## config.mk

```make
export PLATFORM = sky130hd
export DESIGN_NAME = relay_port
export DESIGN_NICKNAME = d
export VERILOG_FILES = /design/src/rtl/relay_port_pkg.sv /design/src/rtl/relay_port.sv /design/src/rtl/input_sync.sv /design/src/rtl/input_filter.sv
export SDC_FILE = /design/constraint.sdc
export NUM_CORES = 1
export LEC_CHECK = 0
export BUFFER_PORTS_ARGS = -buffer_cell sky130_fd_sc_hd__buf_2
export CAP_MARGIN = 20
export CORE_MARGIN = 1.5
export CORE_UTILIZATION = 40
export DETAILED_ROUTE_END_ITERATION = 12
export GPL_ROUTABILITY_DRIVEN = 0
export HOLD_SLACK_MARGIN = 0.02
export PLACE_DENSITY_LB_ADDON = 0.3
export SYNTH_ARGS = -nofsm -noshare
export SYNTH_HDL_FRONTEND = slang
export SYNTH_HIERARCHICAL = 1
export SYNTH_SLANG_ARGS = --single-unit
export TNS_END_PERCENT = 50
```

## constraint.sdc

```tcl
create_clock -name clk -period 1.6 [get_ports clk]
set_input_delay 0.16 -clock clk [delete_from_list [all_inputs] [get_ports clk]]
set_output_delay 0.16 -clock clk [all_outputs]
set_load 0.02 [all_outputs]
```

## src/rtl/relay_port_pkg.sv

```systemverilog
// Purpose: shared constants and types for the isolated input / relay output port
// Assumes: 200 MHz clock, byte-wide ports in an eight-address window over APB
// Notes: each byte port takes one aligned 32-bit word (byte address = index * 4)
package relay_port_pkg;

  // port indices within the eight-address window
  localparam logic [2:0] idx_relay_lo = 3'h0;
  localparam logic [2:0] idx_relay_hi = 3'h1;
  localparam logic [2:0] idx_input_lo = 3'h2;
  localparam logic [2:0] idx_filter_lo = 3'h3;
  localparam logic [2:0] idx_input_hi = 3'h5;
  localparam logic [2:0] idx_filter_hi = 3'h6;
  localparam int addr_lsb = 2;
  localparam int window_bits = 5;

  // reset values
  localparam logic [7:0] relay_reset = 8'h00;
  localparam logic [7:0] filter_reset = 8'h00;

  // timing
  localparam int clk_mhz = 200;
  localparam int filter_ms = 5;
  localparam int raw_us = 20;
  localparam int filter_cycles = filter_ms * 1000 * clk_mhz;
  localparam int raw_cycles = raw_us * clk_mhz;

  // apb request carrier
  typedef struct packed {
    logic sel;
    logic enable;
    logic write;
    logic [31:0] addr;
    logic [31:0] wdata;
  } apb_req_s;

endpackage : relay_port_pkg

```

## src/rtl/relay_port.sv

```systemverilog
// Purpose: isolated input / relay output port with per-input filters over APB
// Assumes: single 200 MHz clock, asynchronous active-high reset
// Notes: zero wait states; pready high except in reset, pslverr never set
//
// Summary of operation
// - two byte ports drive sixteen relays
// - relay port reads return relay state
// - sixteen inputs read as two bytes
// - each input has switchable 5 ms filter
// - filter enable held per channel
// - reset clears every filter enable
// - eight-address window, six ports functional
// - each port bit maps one channel
// - zero bit de-energises relay, break contact
// - one bit energises relay, make contact
// - inputs follow in 20 us or 5 ms
// - filter ports at 3 and 6, read zero
// - filter bit one enables, zero disables
`timescale 1ns/1ps
`default_nettype none
module relay_port
  import relay_port_pkg::*;
#(
  parameter int filter_count = filter_cycles,
  parameter int raw_count = raw_cycles
) (
  input wire logic clk,
  input wire logic reset,
  input wire logic psel,
  input wire logic penable,
  input wire logic pwrite,
  input wire logic [31:0] paddr,
  input wire logic [31:0] pwdata,
  input wire logic [3:0] pstrb,
  output logic [31:0] prdata,
  output logic pready,
  output logic pslverr,
  input wire logic [15:0] input_pins,
  output logic [15:0] relay_output_bits
);

  apb_req_s req;
  logic [7:0] relay_lo_r;
  logic [7:0] relay_hi_r;
  logic [7:0] filter_lo_r;
  logic [7:0] filter_hi_r;
  logic [15:0] in_sync;
  logic [15:0] in_state;

  // bundle the bus request
  assign req = '{sel: psel, enable: penable, write: pwrite, addr: paddr, wdata: pwdata};

  // address decode within the window
  wire [2:0] idx = req.addr[addr_lsb +: 3];
  wire in_window = req.addr[31:window_bits] == '0;
  wire access = req.sel && req.enable && in_window;
  wire wr = access && req.write && pstrb[0];
  // reads decode in the setup phase so the data already stands at the completing edge
  wire rd = req.sel && !req.enable && !req.write && in_window;
  wire wr_relay_lo = wr && idx == idx_relay_lo;
  wire wr_relay_hi = wr && idx == idx_relay_hi;
  wire wr_filt_lo = wr && idx == idx_filter_lo;
  wire wr_filt_hi = wr && idx == idx_filter_hi;

  // read multiplexer; filter ports and unused slots read zero
  logic [7:0] rd_byte;
  always_comb begin
    case (idx)
      idx_relay_lo: rd_byte = relay_lo_r;
      idx_relay_hi: rd_byte = relay_hi_r;
      idx_input_lo: rd_byte = in_state[7:0];
      idx_input_hi: rd_byte = in_state[15:8];
      default: rd_byte = 8'h00;
    endcase
  end

  // relay control registers, cleared on reset
  always_ff @(posedge clk or posedge reset) begin
    if (reset) begin
      relay_lo_r <= relay_reset;
      relay_hi_r <= relay_reset;
    end else begin
      if (wr_relay_lo) relay_lo_r <= req.wdata[7:0];
      if (wr_relay_hi) relay_hi_r <= req.wdata[7:0];
    end
  end

  // filter enables, one bit per input
  always_ff @(posedge clk or posedge reset) begin
    if (reset) begin
      filter_lo_r <= filter_reset;
      filter_hi_r <= filter_reset;
    end else begin
      if (wr_filt_lo) filter_lo_r <= req.wdata[7:0];
      if (wr_filt_hi) filter_hi_r <= req.wdata[7:0];
    end
  end

  // relay drive: a one energises, a zero releases
  always_ff @(posedge clk or posedge reset) begin
    if (reset) relay_output_bits <= {2{relay_reset}};
    else relay_output_bits <= {relay_hi_r, relay_lo_r};
  end

  // apb response registers; read data loads at the end of setup
  always_ff @(posedge clk or posedge reset) begin
    if (reset) begin
      prdata <= 32'h0000_0000;
      pready <= 1'b0;
      pslverr <= 1'b0;
    end else begin
      pready <= 1'b1;
      pslverr <= 1'b0;
      prdata <= rd ? {24'h00_0000, rd_byte} : 32'h0000_0000;
    end
  end

  // pin synchroniser
  input_sync #(.width(16)) u_sync (
    .clk(clk),
    .reset(reset),
    .pin_in(input_pins),
    .pin_sync(in_sync)
  );

  // one filter per input channel
  wire [15:0] filt_en = {filter_hi_r, filter_lo_r};
  genvar g;
  generate
    for (g = 0; g < 16; g++) begin : g_chan
      input_filter #(.long_count(filter_count), .short_count(raw_count)) u_filt (
        .clk(clk),
        .reset(reset),
        .in_sync(in_sync[g]),
        .filter_on(filt_en[g]),
        .state(in_state[g])
      );
    end
  endgenerate

endmodule : relay_port
`default_nettype wire

```

## src/rtl/input_sync.sv

```systemverilog
// Purpose: two-flop synchroniser for a group of asynchronous input pins
// Assumes: pins are quiet relative to the clock only in the statistical sense
// Notes: the first stage feeds nothing but the second stage
`timescale 1ns/1ps
`default_nettype none
module input_sync #(
  parameter int width = 16
) (
  input wire logic clk,
  input wire logic reset,
  input wire logic [width-1:0] pin_in,
  output logic [width-1:0] pin_sync
);

  logic [width-1:0] meta_r;

  // two stages, reset to low
  always_ff @(posedge clk or posedge reset) begin
    if (reset) begin
      meta_r <= '0;
      pin_sync <= '0;
    end else begin
      meta_r <= pin_in;
      pin_sync <= meta_r;
    end
  end

endmodule : input_sync
`default_nettype wire

```

## src/rtl/input_filter.sv

```systemverilog
// Purpose: one input channel with a switchable low-pass stage
// Assumes: input already synchronised; tick-free counters on the system clock
// Notes: unfiltered path is a short stability check, filtered path a long one
`timescale 1ns/1ps
`default_nettype none
module input_filter #(
  parameter int long_count = 1000000,
  parameter int short_count = 4000
) (
  input wire logic clk,
  input wire logic reset,
  input wire logic in_sync,
  input wire logic filter_on,
  output logic state
);

  localparam int cw = $clog2(long_count + 1);
  localparam logic [cw-1:0] long_lim = cw'(long_count - 1);
  localparam logic [cw-1:0] short_lim = cw'(short_count - 1);

  logic [cw-1:0] count_r;
  wire differs = in_sync != state;
  wire [cw-1:0] limit = filter_on ? long_lim : short_lim;
  wire done = count_r >= limit;

  // output follows input once it has differed for the chosen time
  always_ff @(posedge clk or posedge reset) begin
    if (reset) begin
      count_r <= '0;
      state <= 1'b0;
    end else if (!differs) begin
      count_r <= '0;
    end else if (done) begin
      count_r <= '0;
      state <= in_sync;
    end else begin
      count_r <= count_r + cw'(1);
    end
  end

endmodule : input_filter
`default_nettype wire

```

## After elaboration in Yosys (flattened, before gate mapping)

Cells that the tools add are included.

| cells by class | value |
|---|---|
| add/sub/neg operators | 16 |
| order comparisons | 16 |
| equal/unequal tests | 21 |
| muxes and demuxes | 50 |
| reduce and logical (&&, ||, !) cells | 31 |

Operator list:

| operator | number |
|---|---|
| 20-bit two-way mux | 48 |
| 20-bit by 1-bit adder with 20-bit output, second input constant | 16 |
| 20-bit >= comparator | 16 |
| 8-bit one-hot mux with 4 select lines | 1 |
| 2-bit AND reduction | 16 |
| 27-bit zero test | 1 |
| 1-bit != test | 16 |
| 1-bit logical AND | 11 |
| 8-bit two-way mux | 1 |
| 3-bit by 2-bit equality test with 1-bit output, second input constant | 2 |
| 3-bit equality test, second input constant | 2 |
| 3-bit by 1-bit equality test with 1-bit output, second input constant | 1 |
| 3-bit zero test | 1 |
| 1-bit zero test | 2 |

| word-level totals | value |
|---|---|
| register bits | 425 |
| input bits | 89 |
| output and inout bits | 50 |
| word-level logic and storage cells | 175 |

## Longest topological paths before layout

Gate-level depths: netlist of run 1.

| logic depth | value |
|---|---|
| depth after elaboration | 5 |
| depth in mapped cells | 8 |

## Modules after synthesis

The synthesis of run 1 kept the hierarchy.

By module, submodules not included:

| module | times used | cells each | area each (um^2) | sequential area each (um^2) |
|---|---|---|---|---|
| input_filter | 16 | 129 | 1251.2 | 525.5 |
| relay_port | 1 | 188 | 2610.0 | 1426.4 |
| input_sync | 1 | 33 | 804.5 | 800.8 |

## Least setup slack after synthesis of run 1

OpenSTA, ideal clock, no wires.

| timing path | value |
|---|---|
| path kind | input port to flip-flop |
| from | input port paddr[19] |
| to | register filter_lo_r[0] |
| data arrival time | 1.666 ns |
| required time | 1.475 ns |
| path slack | -0.191 ns |
| stages on the path | 4 |
| path buffers | 0 |
| path through | nor4_1 -> nand3_2 -> nor4_4 -> mux2_4 |

| between the ends | value |
|---|---|
| longest elaborated chain between the ends | 5 |

RTL lines:

| element | line | source |
|---|---|---|
| start, declared | relay_port.sv:32 | `input wire logic [31:0] paddr,` |
| 27-bit zero test | relay_port.sv:55 | `wire in_window = req.addr[31:window_bits] == '0;` |
| 1-bit logical AND | relay_port.sv:56 | `wire access = req.sel && req.enable && in_window;` |
| 1-bit logical AND (2 in series) | relay_port.sv:57 | `wire wr = access && req.write && pstrb[0];` |
| 1-bit logical AND | relay_port.sv:62 | `wire wr_filt_lo = wr && idx == idx_filter_lo;` |
| end signal, assigned | relay_port.sv:91 | `filter_lo_r <= filter_reset;` |
| end signal, assigned | relay_port.sv:94 | `if (wr_filt_lo) filter_lo_r <= req.wdata[7:0];` |
| end, declared | relay_port.sv:45 | `logic [7:0] filter_lo_r;` |

No other way between the ends.
A chain may end at the register's enable or synchronous reset.

## Worst setup path in the final report of run 1

| timing path | value |
|---|---|
| from | register filter_lo_r[4] |
| to | register g_chan[4].u_filt.state |

| between the ends | value |
|---|---|
| longest elaborated chain between the ends | 3 |

RTL lines:

| element | line | source |
|---|---|---|
| 20-bit two-way mux | input_filter.sv:23 | `wire [cw-1:0] limit = filter_on ? long_lim : short_lim;` |
| 20-bit >= comparator | input_filter.sv:24 | `wire done = count_r >= limit;` |
| 2-bit AND reduction (no line) | - |  |
| end signal, assigned | input_filter.sv:35 | `state <= in_sync;` |
| end, declared | input_filter.sv:14 | `output logic state` |

No other way between the ends.

==> impl_metrics.json, run 1 <==
{
  "synth.most_common_cell": "dfrtp_1",
  "setup_ws_ns": -0.3123,
  "skew_ns": 0.02988,
  "dieArea_sq_um": 60040,
  "met1_usage_pct": 25.20,
  "drt_drc_violations_left": 0,
  "use_met3_pct": 3.247,
  "core_area_sq_um": 57810,
  "start_kind": "register",
  "r2r-end": "g_chan[4].u_filt/state$_DFFE_PP0P_",
  "hp-class": "primary input to register",
  "yosys_warnings": 6,
  "critPathArrivalTime_ns": 2.38,
  "worstHoldPathCells": 4,
  "p_sw_w": 0.005242,
  "nets": 2979,
  "first_iter_violations": 963,
  "r2r-start": "filter_lo_r[4]$_DFFE_PP0P_",
  "dp_hpwl_mm": 39.23,
  "grt_most_used_layer": "met2",
  "p_leak_nw": 14.42,
  "min_to": "prdata[5]$_DFF_PP0_",
  "drt_wl_total_mm": 55.62,
  "synth.cell_area_sq_um": 23430,
  "synth.distinct_cells": 41,
  "grt_pass1_wl_mm": 94.05,
  "slew_headroom_pct": 50.64,
  "h-tree-depth": 2,
  "post-route-util_pct": 52.57,
  "cts.clk_slew.worst_paths_ns": 0.06,
  "avgRoutedWirePerCell_microns": 15.82,
  "worst_pin_slew_ns": 0.7404,
  "grt_pass1_vias": 18930,
  "initial_utilization_pct": 40.54,
  "power.internal_w": 0.01764,
  "rsz0062_at_grt": "true",
  "placed_area_sq_um": 27240,
  "whs_ns": 0.1194,
  "reg2reg_slack_ns": -0.31,
  "grt_antenna_before_repair": 1,
  "yosys_register_bits": 425,
  "hold_viol_final": 0,
  "netlist_top_cells_area": "dfrtp_1, ha_1, xor2_1, nor2_1, nand3_1",
  "clock_sinks": 425,
  "std_cell_rows": 88,
  "synthFlopType": "dfrtp_1",
  "cts_tree": "built",
  "slew_viol_final": 0,
  "worstSetupPathType": "register to register",
  "cts_buffers": 48,
  "fillers": 4998,
  "comb_power_share_pct": 5.3,
  "switching_share_pct": 22.91,
  "synth_top_area_cell": "dfrtp_1",
  "power_density_nw_per_um2": 753.0,
  "violations": "setup timing",
  "postSynthAreaPerCell_sq_um": 10.26,
  "gr-total-overflow": 0,
  "finalSetupViolCount": 352,
  "grt_max_degree": 55,
  "ioPinCount": 139,
  "hp-start": "paddr[3]",
  "port_buffers": 84,
  "firstDrtPassIters": 5,
  "final.period_utilization_pct": 119.5,
  "yosysSeqAreaShare_pct": 45.38,
  "syn_inst": 2285,
  "register_area_sq_um": 10660,
  "peakVddDrop_mv": 0.6368,
  "grtUsageMet2_pct": 31.89,
  "status": "finished with violations",
  "clkLatencyLatePin_ns": 0.59,
  "reg2regPathDepth": 7,
  "area_delta_synth_final_pct": 29.68,
  "vias": 18130,
  "pwr-share-seq_pct": 48.1,
  "root_buffer": "clkbuf_16",
  "crit_fanout": 4,
  "multi_input_area_sq_um": 13410,
  "fmax_mhz": 522.9,
  "stdcell_area_sq_um": 30390,
  "pwr-share-clk_pct": 46.6,
  "final_layout_size_suffix_gt1_share_pct": 30.92,
  "setup_tns_ns": -63.55,
  "worstPathRequired_ns": 2.07,
  "grt_use_total_pct": 19.02,
  "synth.top_cell.area_share_pct": 45.38,
  "die_w_microns": 245.0,
  "synth_common_cells": "dfrtp_1, nor2_1, xor2_1",
  "synth_edf_count": 0,
  "maxCapViolCount": 0,
  "antenna_left": 0,
  "fin_crit_ns": 1.912,
  "clock_path_buffers": 3,
  "async_flop_share_pct": 100.0,
  "endpoint_kind": "register",
  "viasPerCell": 5.158,
  "fp.dieH_microns": 245.0
}
## through the flow
step / instances / total power, W / setup WS [ns]
2_1_floorplan: 2309 / 0.01178 / -0.1658
3_5_place_dp: 3381 / 0.01228 / -0.3073
3_3_place_gp: 3381 / 0.01224 / -0.2768
4_1_cts: 3513 / 0.02319 / -0.2729
6_report: 3515 / 0.02288 / -0.3123
5_1_grt: 3514 / 0.02383 / -0.4018
## critical path, cell delays in order (launching register included)
cell and delay [ns]:
dfrtp_2 0.45, buf_6 0.15, ha_4 0.26, nand3_2 0.07, o211ai_1 0.17, nand4b_1 0.23, nand2_1 0.17, mux2_4 0.31
## what timing repair did
| action | 4_1_cts | 5_1_grt |
|---|---|---|
| buffers inserted | 14 | 1 |
| gates resized for setup | 185 | 89 |
| hold endpoints to repair | 361 | 0 |
| hold buffers | 26 | 0 |
| gates cloned | 7 | 0 |
| pin swaps | 111 | 77 |
| endpoints found under the setup margin | 336 | 352 |
## worst max path at each step
stage | start | endpoint | slack [ns] | cells past startpoint
2_1_floorplan | paddr[15] | filter_lo_r[0]$_DFFE_PP0P_ | -0.17 | 4
3_3_place_gp | paddr[15] | filter_lo_r[2]$_DFFE_PP0P_ | -0.28 | 6
3_5_place_dp | filter_lo_r[6]$_DFFE_PP0P_ | g_chan[6].u_filt/count_r[14]$_DFF_PP0_ | -0.31 | 8
4_1_cts | filter_hi_r[4]$_DFFE_PP0P_ | g_chan[12].u_filt/count_r[16]$_DFF_PP0_ | -0.27 | 8
5_1_grt | filter_lo_r[4]$_DFFE_PP0P_ | g_chan[4].u_filt/state$_DFFE_PP0P_ | -0.40 | 7
6_report | filter_lo_r[4]$_DFFE_PP0P_ | g_chan[4].u_filt/state$_DFFE_PP0P_ | -0.31 | 7
## cell type report
| class | count | area share [%] |
|---|---|---|
| tap | 765 | 3.150 |
| sequential | 425 | 35.06 |
| clock inverter | 9 | 0.3706 |
| timing repair buffer | 449 | 11.71 |
| multi-input combinational | 1723 | 44.12 |
| clock buffer | 76 | 4.595 |
| inverter | 67 | 0.9758 |
| antenna | 1 | 0.008235 |
## sequential cells by signal, indices dropped and copies added, names as in the netlist
signal,flops
prdata,8
g_chan.u_filt/count_r,320
u_sync/pin_sync,16
u_sync/meta_r,16
relay_lo_r,8
pready,1
filter_lo_r,8
filter_hi_r,8
g_chan.u_filt/state,16
relay_output_bits,16
relay_hi_r,8
## kinds of logic (layout without fill, tap and decap cells)
group                    Yosys count  after routing  synth area share, %
AO/OA/AOI/OAI                    132            132                3.332
XOR/XNOR                         304            304                11.36
adder cells (fa/ha/maj)          176            176                9.397
buffers and inverters            161            601                3.252
flip-flops                       425            425                45.38
multiplexers                      54             54                2.691
other                              2             27              0.03205
AND/OR/NAND/NOR                 1031           1031                24.55
## power groups by stage
stage               Sequential, W  Combinational [W]  Clock, W
global placement           0.0112            0.00106         0
CTS                        0.0110            0.00120    0.0110
floorplan                  0.0112           0.000611         0
finish                     0.0110            0.00122    0.0107
global route               0.0110            0.00136    0.0115
detailed placement         0.0112            0.00109         0
## per-layer routing
layer / share of wire (%) / up-vias
li1: - / 8784
met5: 0 / -
met2: 48 / 314
met3: 4.0 / 86
met1: 46 / 8946
met4: 2.4 / 0
## cell usage in the layout (no fill, tap or decap), drive strengths merged, types with 6 or more instances in the layout
cell,instances
xor2,240
inv,68
o211ai,16
nor2,388
nand3,217
nor3,32
nand4,113
dlygate4sd3,26
and4,32
xnor2,64
ha,176
nor4,42
dfrtp,425
and3,50
mux2i,6
a211oi,17
nand4b,16
buf,423
nor2b,7
mux2,48
o21ai,38
nand2,130
a21oi,51
clkbuf,76
conb,26
(Power assumes the default switching activity.)
==> run 2, diff against run 1 <==
--- a/config.mk
+++ b/config.mk
@@ -9,5 +9,5 @@
 export CAP_MARGIN = 20
 export CORE_MARGIN = 1.5
-export CORE_UTILIZATION = 40
+export CORE_UTILIZATION = 42
 export DETAILED_ROUTE_END_ITERATION = 12
 export GPL_ROUTABILITY_DRIVEN = 0
==> constraint.sdc (replaced) <==
create_clock -name clk -period 1.6 [get_ports clk]
set_input_delay 0.16 -clock clk [delete_from_list [all_inputs] [get_ports clk]]
set_output_delay 0.16 -clock clk [all_outputs]
set_load 0.005 [all_outputs]
==> run 2 against run 1 <==
Compared with the run above: the flow still finishes with violations (setup timing); worst hold slack improved by 0.0038 ns; setup slack worse by 0.026 ns; clock power is 15% higher; final cell count hardly changed; critical path type unchanged; critical endpoint is now g_chan[13].u_filt/count_r[8]$_DFF_PP0_.
==> impl_metrics.json, run 2 (synthesized netlist as in run 1, its figures left out) <==
{
  "status": "finished with violations",
  "grt_use_total_pct": 19.83,
  "finalSetupViolCount": 349,
  "start_kind": "register",
  "std_cell_rows": 86,
  "vias": 18310,
  "port_buffers": 84,
  "final_layout_size_suffix_gt1_share_pct": 33.83,
  "crit_fanout": 5,
  "fmax_mhz": 515.9,
  "firstDrtPassIters": 5,
  "cts_tree": "built",
  "avgRoutedWirePerCell_microns": 16.27,
  "hold_viol_final": 0,
  "endpoint_kind": "register",
  "cts.clk_slew.worst_paths_ns": 0.06,
  "rsz0062_at_grt": "true",
  "clock_path_buffers": 3,
  "post-route-util_pct": 56.86,
  "grt_max_degree": 33,
  "gr-total-overflow": 0,
  "grt_antenna_before_repair": 1,
  "layout_commonest_cell": "dfrtp_1",
  "cp_slowest_stage_delay_ns": 0.46,
  "dpl_worst_slack_ns": -0.4215,
  "fp.dieH_microns": 239.2,
  "largest_reg_flops": 320,
  "clock_sinks": 425,
  "skew_ns": 0.02219,
  "grt_pass1_vias": 18760,
  "drt_drc_violations_left": 0,
  "worst_pin_slew_ns": 0.7053,
  "ioPinCount": 139,
  "switching_share_pct": 22.20,
  "fillers": 4538,
  "dieArea_sq_um": 57220,
  "mostFrequentLayoutCells": "dfrtp_1, buf_4, nor2_1, xor2_1, nand3_1",
  "path_cells": "buf_12 > ha_4 > a211oi_2 > nand3_1 > a21oi_2 > nand3_4 > clkbuf_16 > nor2_2",
  "core_area_sq_um": 55090,
  "nets": 2992,
  "viasPerCell": 5.206,
  "p_sw_w": 0.005463,
  "final.period_utilization_pct": 121.2,
  "placed_area_sq_um": 27230,
  "area_delta_synth_final_pct": 33.67,
  "maxCapViolCount": 0,
  "drt_wl_total_mm": 57.19,
  "largest-register": "g_chan.u_filt/count_r",
  "power.internal_w": 0.01914,
  "comb_power_share_pct": 5.4,
  "setup_ws_ns": -0.3385,
  "dp_hpwl_mm": 39.42,
  "clkLatencyLatePin_ns": 0.59,
  "critPathArrivalTime_ns": 2.45,
  "whs_ns": 0.1232,
  "violations": "setup timing",
  "slew_viol_final": 0,
  "initial_utilization_pct": 42.53,
  "antenna_left": 0,
  "cts_buffers": 49,
  "first_iter_violations": 865,
  "worstSetupPathType": "register to register",
  "fin_crit_ns": 1.938,
  "cp_slowest_cell": "dfrtp_2",
  "h-tree-depth": 2,
  "peakVddDrop_mv": 0.5909,
  "slew_headroom_pct": 52.98,
  "power_density_nw_per_um2": 785.4,
  "hp-class": "primary input to register",
  "pwr-share-seq_pct": 44.7,
  "worstPathRequired_ns": 2.11,
  "p_leak_nw": 14.65,
  "pwr-share-clk_pct": 49.9,
  "die_w_microns": 239.2,
  "stdcell_area_sq_um": 31330,
  "root_buffer": "clkbuf_16",
  "grt_pass1_wl_mm": 92.78
}
-- run 2: changes by cell type in the layout (fill, tap and decap cells not counted), sizes merged --
cell / change
clkbuf: +7
bufinv: +6
buf: +2
clkinv: +2
clkinvlp: +2
inv: -1
-- run 2: worst max-delay path: cells and delay by family (launching register included) --
family | cells | cell delay [ns]
AOI/OAI and AO/OA | 2 | 0.44
and+or+nand+nor | 3 | 0.38
adders and majority gates | 1 | 0.21
buffers and inverters | 2 | 0.37
DFF | 1 | 0.46
-- run 2: final cells by class --
cell class	instances	area [sq um]	share of cell area, %
flip-flops and latches	425	10660	34.02
clock buffers	73	1488	4.749
clock inverters	18	309.0	0.9866
inverters	67	281.5	0.8987
repair buffers	461	3825	12.21
diodes	1	2.502	0.007989
well taps	748	935.9	2.988
multi-input cells	1723	13830	44.14
-- run 2: power by group through the flow --
stage	logic, W	clock network, W	registers (W)
finish	0.00134	0.0123	0.0110
global route	0.00147	0.0130	0.0110
CTS	0.00118	0.0127	0.0110
detailed placement	0.00106	0	0.0112
global placement	0.00102	0	0.0112
floorplan	0.000571	0	0.0112
-- run 2: worst paths after layout --
path / startpoint / end / slack, ns / depth (start not counted)
worst min register to register: u_sync/meta_r[9]$_DFF_PP0_ / u_sync/pin_sync[9]$_DFF_PP0_ / 0.34 / 0
worst max-delay path: filter_hi_r[5]$_DFFE_PP0P_ / g_chan[13].u_filt/count_r[8]$_DFF_PP0_ / -0.34 / 8
min in group asynchronous: reset / u_sync/pin_sync[2]$_DFF_PP0_ / 0.48 / 3
max in group asynchronous: reset / u_sync/pin_sync[13]$_DFF_PP0_ / 0.59 / 4
worst max register to register: filter_hi_r[5]$_DFFE_PP0P_ / g_chan[13].u_filt/count_r[8]$_DFF_PP0_ / -0.34 / 8
worst min-delay path: paddr[3] / prdata[5]$_DFF_PP0_ / 0.12 / 4
-- run 2: layer usage --
layer | track usage, % | vias to the layer above | part of all wire, %
met3 | 2.777 | 108 | 3.3
met4 | 6.483 | 2 | 2.5
met1 | 25.82 | 9085 | 45
met5 | 0 | - | 0.023
met2 | 33.95 | 287 | 49
li1 | - | 8823 | -
-- run 2: repair_timing --
item	4_1_cts	5_1_grt
buffers inserted	9	7
endpoints found under the setup margin	336	353
gates resized for setup	192	194
hold endpoints to repair	420	0
pin swaps	108	113
gates cloned	4	11
hold buffers	26	0
-- run 2: per-stage QoR --
stage               power (W)  std cells  setup TNS [ns]
floorplan             0.01174       2309          -9.471
CTS                   0.02482       3497          -58.49
finish                0.02460       3516          -75.38
global placement      0.01220       3367          -66.00
global route          0.02546       3515         -105.90
detailed placement    0.01224       3367          -83.55
==> run 3, diff against run 2 <==
Settings changed: ABC_AREA set to 1.
==> run 3 against run 2 <==
Compared with the run above: the flow still finishes with violations (setup timing); die area grew 20%; clock skew increased by 0.028 ns; register-to-register slack gained 0.05 ns; setup slack improved by 0.052 ns; highest routed layer unchanged; critical endpoint is now g_chan[10].u_filt/count_r[10]$_DFF_PP0_.
==> impl_metrics.json, run 3 <==
{
  "status": "finished with violations",
  "violations": "setup timing",
  "crit_fanout": 6,
  "synth.most_common_cell": "nand2_1",
  "root_buffer": "clkbuf_16",
  "synthXorXnorAreaFrac_pct": 4.976,
  "grt_most_used_layer": "met2",
  "nets": 4128,
  "finalSetupViolCount": 337,
  "slew_viol_final": 0,
  "worstPathRequired_ns": 2.12,
  "worst_pin_slew_ns": 0.7858,
  "synth_compound_area_share_pct": 3.448,
  "grtUsageMet2_pct": 31.95,
  "synth_common_cells": "nand2_1, dfrtp_1, nor2_1",
  "hold_viol_final": 0,
  "final_layout_size_suffix_gt1_share_pct": 33.47,
  "async_flop_share_pct": 100.0,
  "grt_pass1_wl_mm": 107.6,
  "synth_mux_area_share_pct": 0,
  "grt_pass1_vias": 21870,
  "hp-class": "primary input to register",
  "reg2reg_slack_ns": -0.29,
  "min_to": "filter_lo_r[7]$_DFFE_PP0P_",
  "worstSetupPathType": "register to register",
  "largest-register": "g_chan.u_filt/count_r",
  "synth.cell_area_sq_um": 28160,
  "drt_wl_total_mm": 67.82,
  "die_w_microns": 261.9,
  "peakVddDrop_mv": 0.7527,
  "slew_headroom_pct": 47.62,
  "power_w": 0.02471,
  "clkLatencyLatePin_ns": 0.64,
  "synth_edf_count": 0,
  "synthFlopType": "dfrtp_1",
  "reg2regPathDepth": 8,
  "whs_ns": 0.06073,
  "grt_use_total_pct": 19.19,
  "synth.top_cell.area_share_pct": 37.77,
  "cts.clk_slew.worst_paths_ns": 0.06,
  "std_cell_rows": 94,
  "mostFrequentLayoutCells": "nand2_1, dfrtp_1, nor2_1, inv_1, nor2_2",
  "cts_tree": "built",
  "rsz0062_at_grt": "true",
  "h-tree-depth": 2,
  "final.period_utilization_pct": 117.9,
  "core_area_sq_um": 66100,
  "stdcell_area_sq_um": 35900,
  "maxCapViolCount": 0,
  "use_met3_pct": 3.106,
  "synthAdderAreaFrac_pct": 7.820,
  "synth-simple-area-share_pct": 37.47,
  "grt_max_degree": 37,
  "firstDrtPassIters": 5,
  "r2r-start": "filter_hi_r[2]$_DFFE_PP0P_",
  "r2r-end": "g_chan[10].u_filt/count_r[10]$_DFF_PP0_",
  "fmax_mhz": 530.1,
  "initial_utilization_pct": 42.60,
  "synth_top_family_by_area": "simple AND/OR/NAND/NOR gates",
  "gr-total-overflow": 0,
  "start_kind": "register",
  "postSynthAreaPerCell_sq_um": 8.207,
  "fin_crit_ns": 1.886,
  "p_leak_nw": 16.37,
  "layout_commonest_cell": "nand2_1",
  "syn_inst": 3431,
  "hp-start": "paddr[31]",
  "area_delta_synth_final_pct": 27.48,
  "vias": 23120,
  "endpoint_kind": "register",
  "ioPinCount": 139,
  "drt_drc_violations_left": 0,
  "dieArea_sq_um": 68610,
  "setup_tns_ns": -59.13,
  "met1_usage_pct": 25.93,
  "largest_reg_flops": 320,
  "synth.distinct_cells": 32,
  "fp.dieH_microns": 261.9,
  "worstHoldPathCells": 6,
  "skew_ns": 0.05033,
  "power_density_nw_per_um2": 688.5,
  "netlist_top_cells_area": "dfrtp_1, nand2_1, ha_1, nor2_2, nor2_1",
  "cp_slowest_cell": "dfrtp_2",
  "clock_sinks": 425,
  "path_cells": "inv_6 > ha_1 > nand4_1 > nor2_1 > nand3_2 > nand4_4 > clkbuf_16 > nor2_2",
  "port_buffers": 84,
  "placed_area_sq_um": 31600,
  "antenna_left": 0,
  "setup_ws_ns": -0.2865,
  "grt_antenna_before_repair": 3,
  "cts_buffers": 52,
  "synth_top_area_cell": "dfrtp_1",
  "clock_path_buffers": 3,
  "critPathArrivalTime_ns": 2.41,
  "yosys_warnings": 6,
  "dp_hpwl_mm": 48.07,
  "fillers": 5986,
  "viasPerCell": 4.849,
  "first_iter_violations": 1200,
  "yosysSeqAreaShare_pct": 37.77,
  "cp_slowest_stage_delay_ns": 0.45,
  "avgRoutedWirePerCell_microns": 14.22,
  "yosys_register_bits": 425
}
-- run 3: cell count changes after synthesis, sizes merged, moves of 35 or more --
cell | before | now
nand2 | 130 | 866
nor2 | 388 | 707
inv | 67 | 373
xor2 | 240 | 96
and3 | 50 | 0
mux2 | 48 | 0
nand4 | 113 | 160
nor4 | 42 | 0
buf | 58 | 98
clkbuf | 36 | 0
nor3 | 32 | 67
-- run 3: cell type report --
type	count	area (sq um)	area share [%]
multi-input combinational	2559	16920	47.12
sequential	425	10650	29.68
timing repair buffer	452	3973	11.07
clock buffer	75	1548	4.312
inverter	373	1465	4.082
tap	864	1081	3.012
clock inverter	18	255.2	0.7111
antenna	3	7.507	0.02091
-- run 3: how the worst max path moves through the flow --
| stage | from | end | slack (ns) | cells past startpoint |
|---|---|---|---|---|
| final | filter_hi_r[2]$_DFFE_PP0P_ | g_chan[10].u_filt/count_r[10]$_DFF_PP0_ | -0.29 | 8 |
| after global routing | filter_hi_r[2]$_DFFE_PP0P_ | g_chan[10].u_filt/count_r[11]$_DFF_PP0_ | -0.36 | 8 |
| after CTS | filter_hi_r[2]$_DFFE_PP0P_ | g_chan[10].u_filt/count_r[14]$_DFF_PP0_ | -0.21 | 8 |
| after detailed placement | filter_hi_r[0]$_DFFE_PP0P_ | g_chan[8].u_filt/count_r[0]$_DFF_PP0_ | -0.29 | 8 |
| after global placement | filter_hi_r[7]$_DFFE_PP0P_ | g_chan[15].u_filt/count_r[0]$_DFF_PP0_ | -0.28 | 8 |
| after floorplan | filter_lo_r[0]$_DFFE_PP0P_ | g_chan[0].u_filt/count_r[0]$_DFF_PP0_ | -0.008 | 8 |
-- run 3: metrics by stage --
stage / utilization (%) / std cells / worst slack [ns]
finish: 54.31 / 4769 / -0.2865
floorplan: - / 3455 / -0.008079
CTS: 51.55 / 4738 / -0.2114
detailed placement: 47.81 / 4614 / -0.2878
global route: 54.30 / 4767 / -0.3615
global placement: 47.81 / 4614 / -0.2780
-- run 3: cells by family (layout without fill, tap and decap cells) --
family                   count (synthesis)  count (layout)
AO/OA/AOI/OAI                          158             158
XOR/XNOR                               160             160
AND/OR/NAND/NOR                       2039            2039
adder cells (fa/ha/maj)                176             176
flip-flops                             425             425
buffers and inverters                  471             918
other                                    2              29
-- run 3: where the power goes --
part           internal, W  switching [W]
sequential          0.0109       0.000121
clock              0.00737        0.00492
combinational     0.000574       0.000836
total               0.0188        0.00587
-- run 3: layer usage --
metal,wire length (microns),up-vias
met4,1281,4
met2,32060,314
met5,23,-
met3,2838,81
li1,-,11880
met1,31620,10850
-- run 3: critical path, delay by kind of cell, from the launching register on --
kind,cells,cell delay (ns)
buffers and inverters,2,0.26
adder cells (fa/ha/maj),1,0.31
AND/OR/NAND/NOR,5,0.73
flip-flops,1,0.45
-- run 3: timing repair --
item / CTS / global route
endpoints found under the setup margin: 336 / 337
gates cloned: 1 / 17
resized for setup: 71 / 233
hold buffers: 29 / 0
endpoints found under the hold margin: 380 / 0
pin swaps: 7 / 77
buffers inserted: 1 / 14
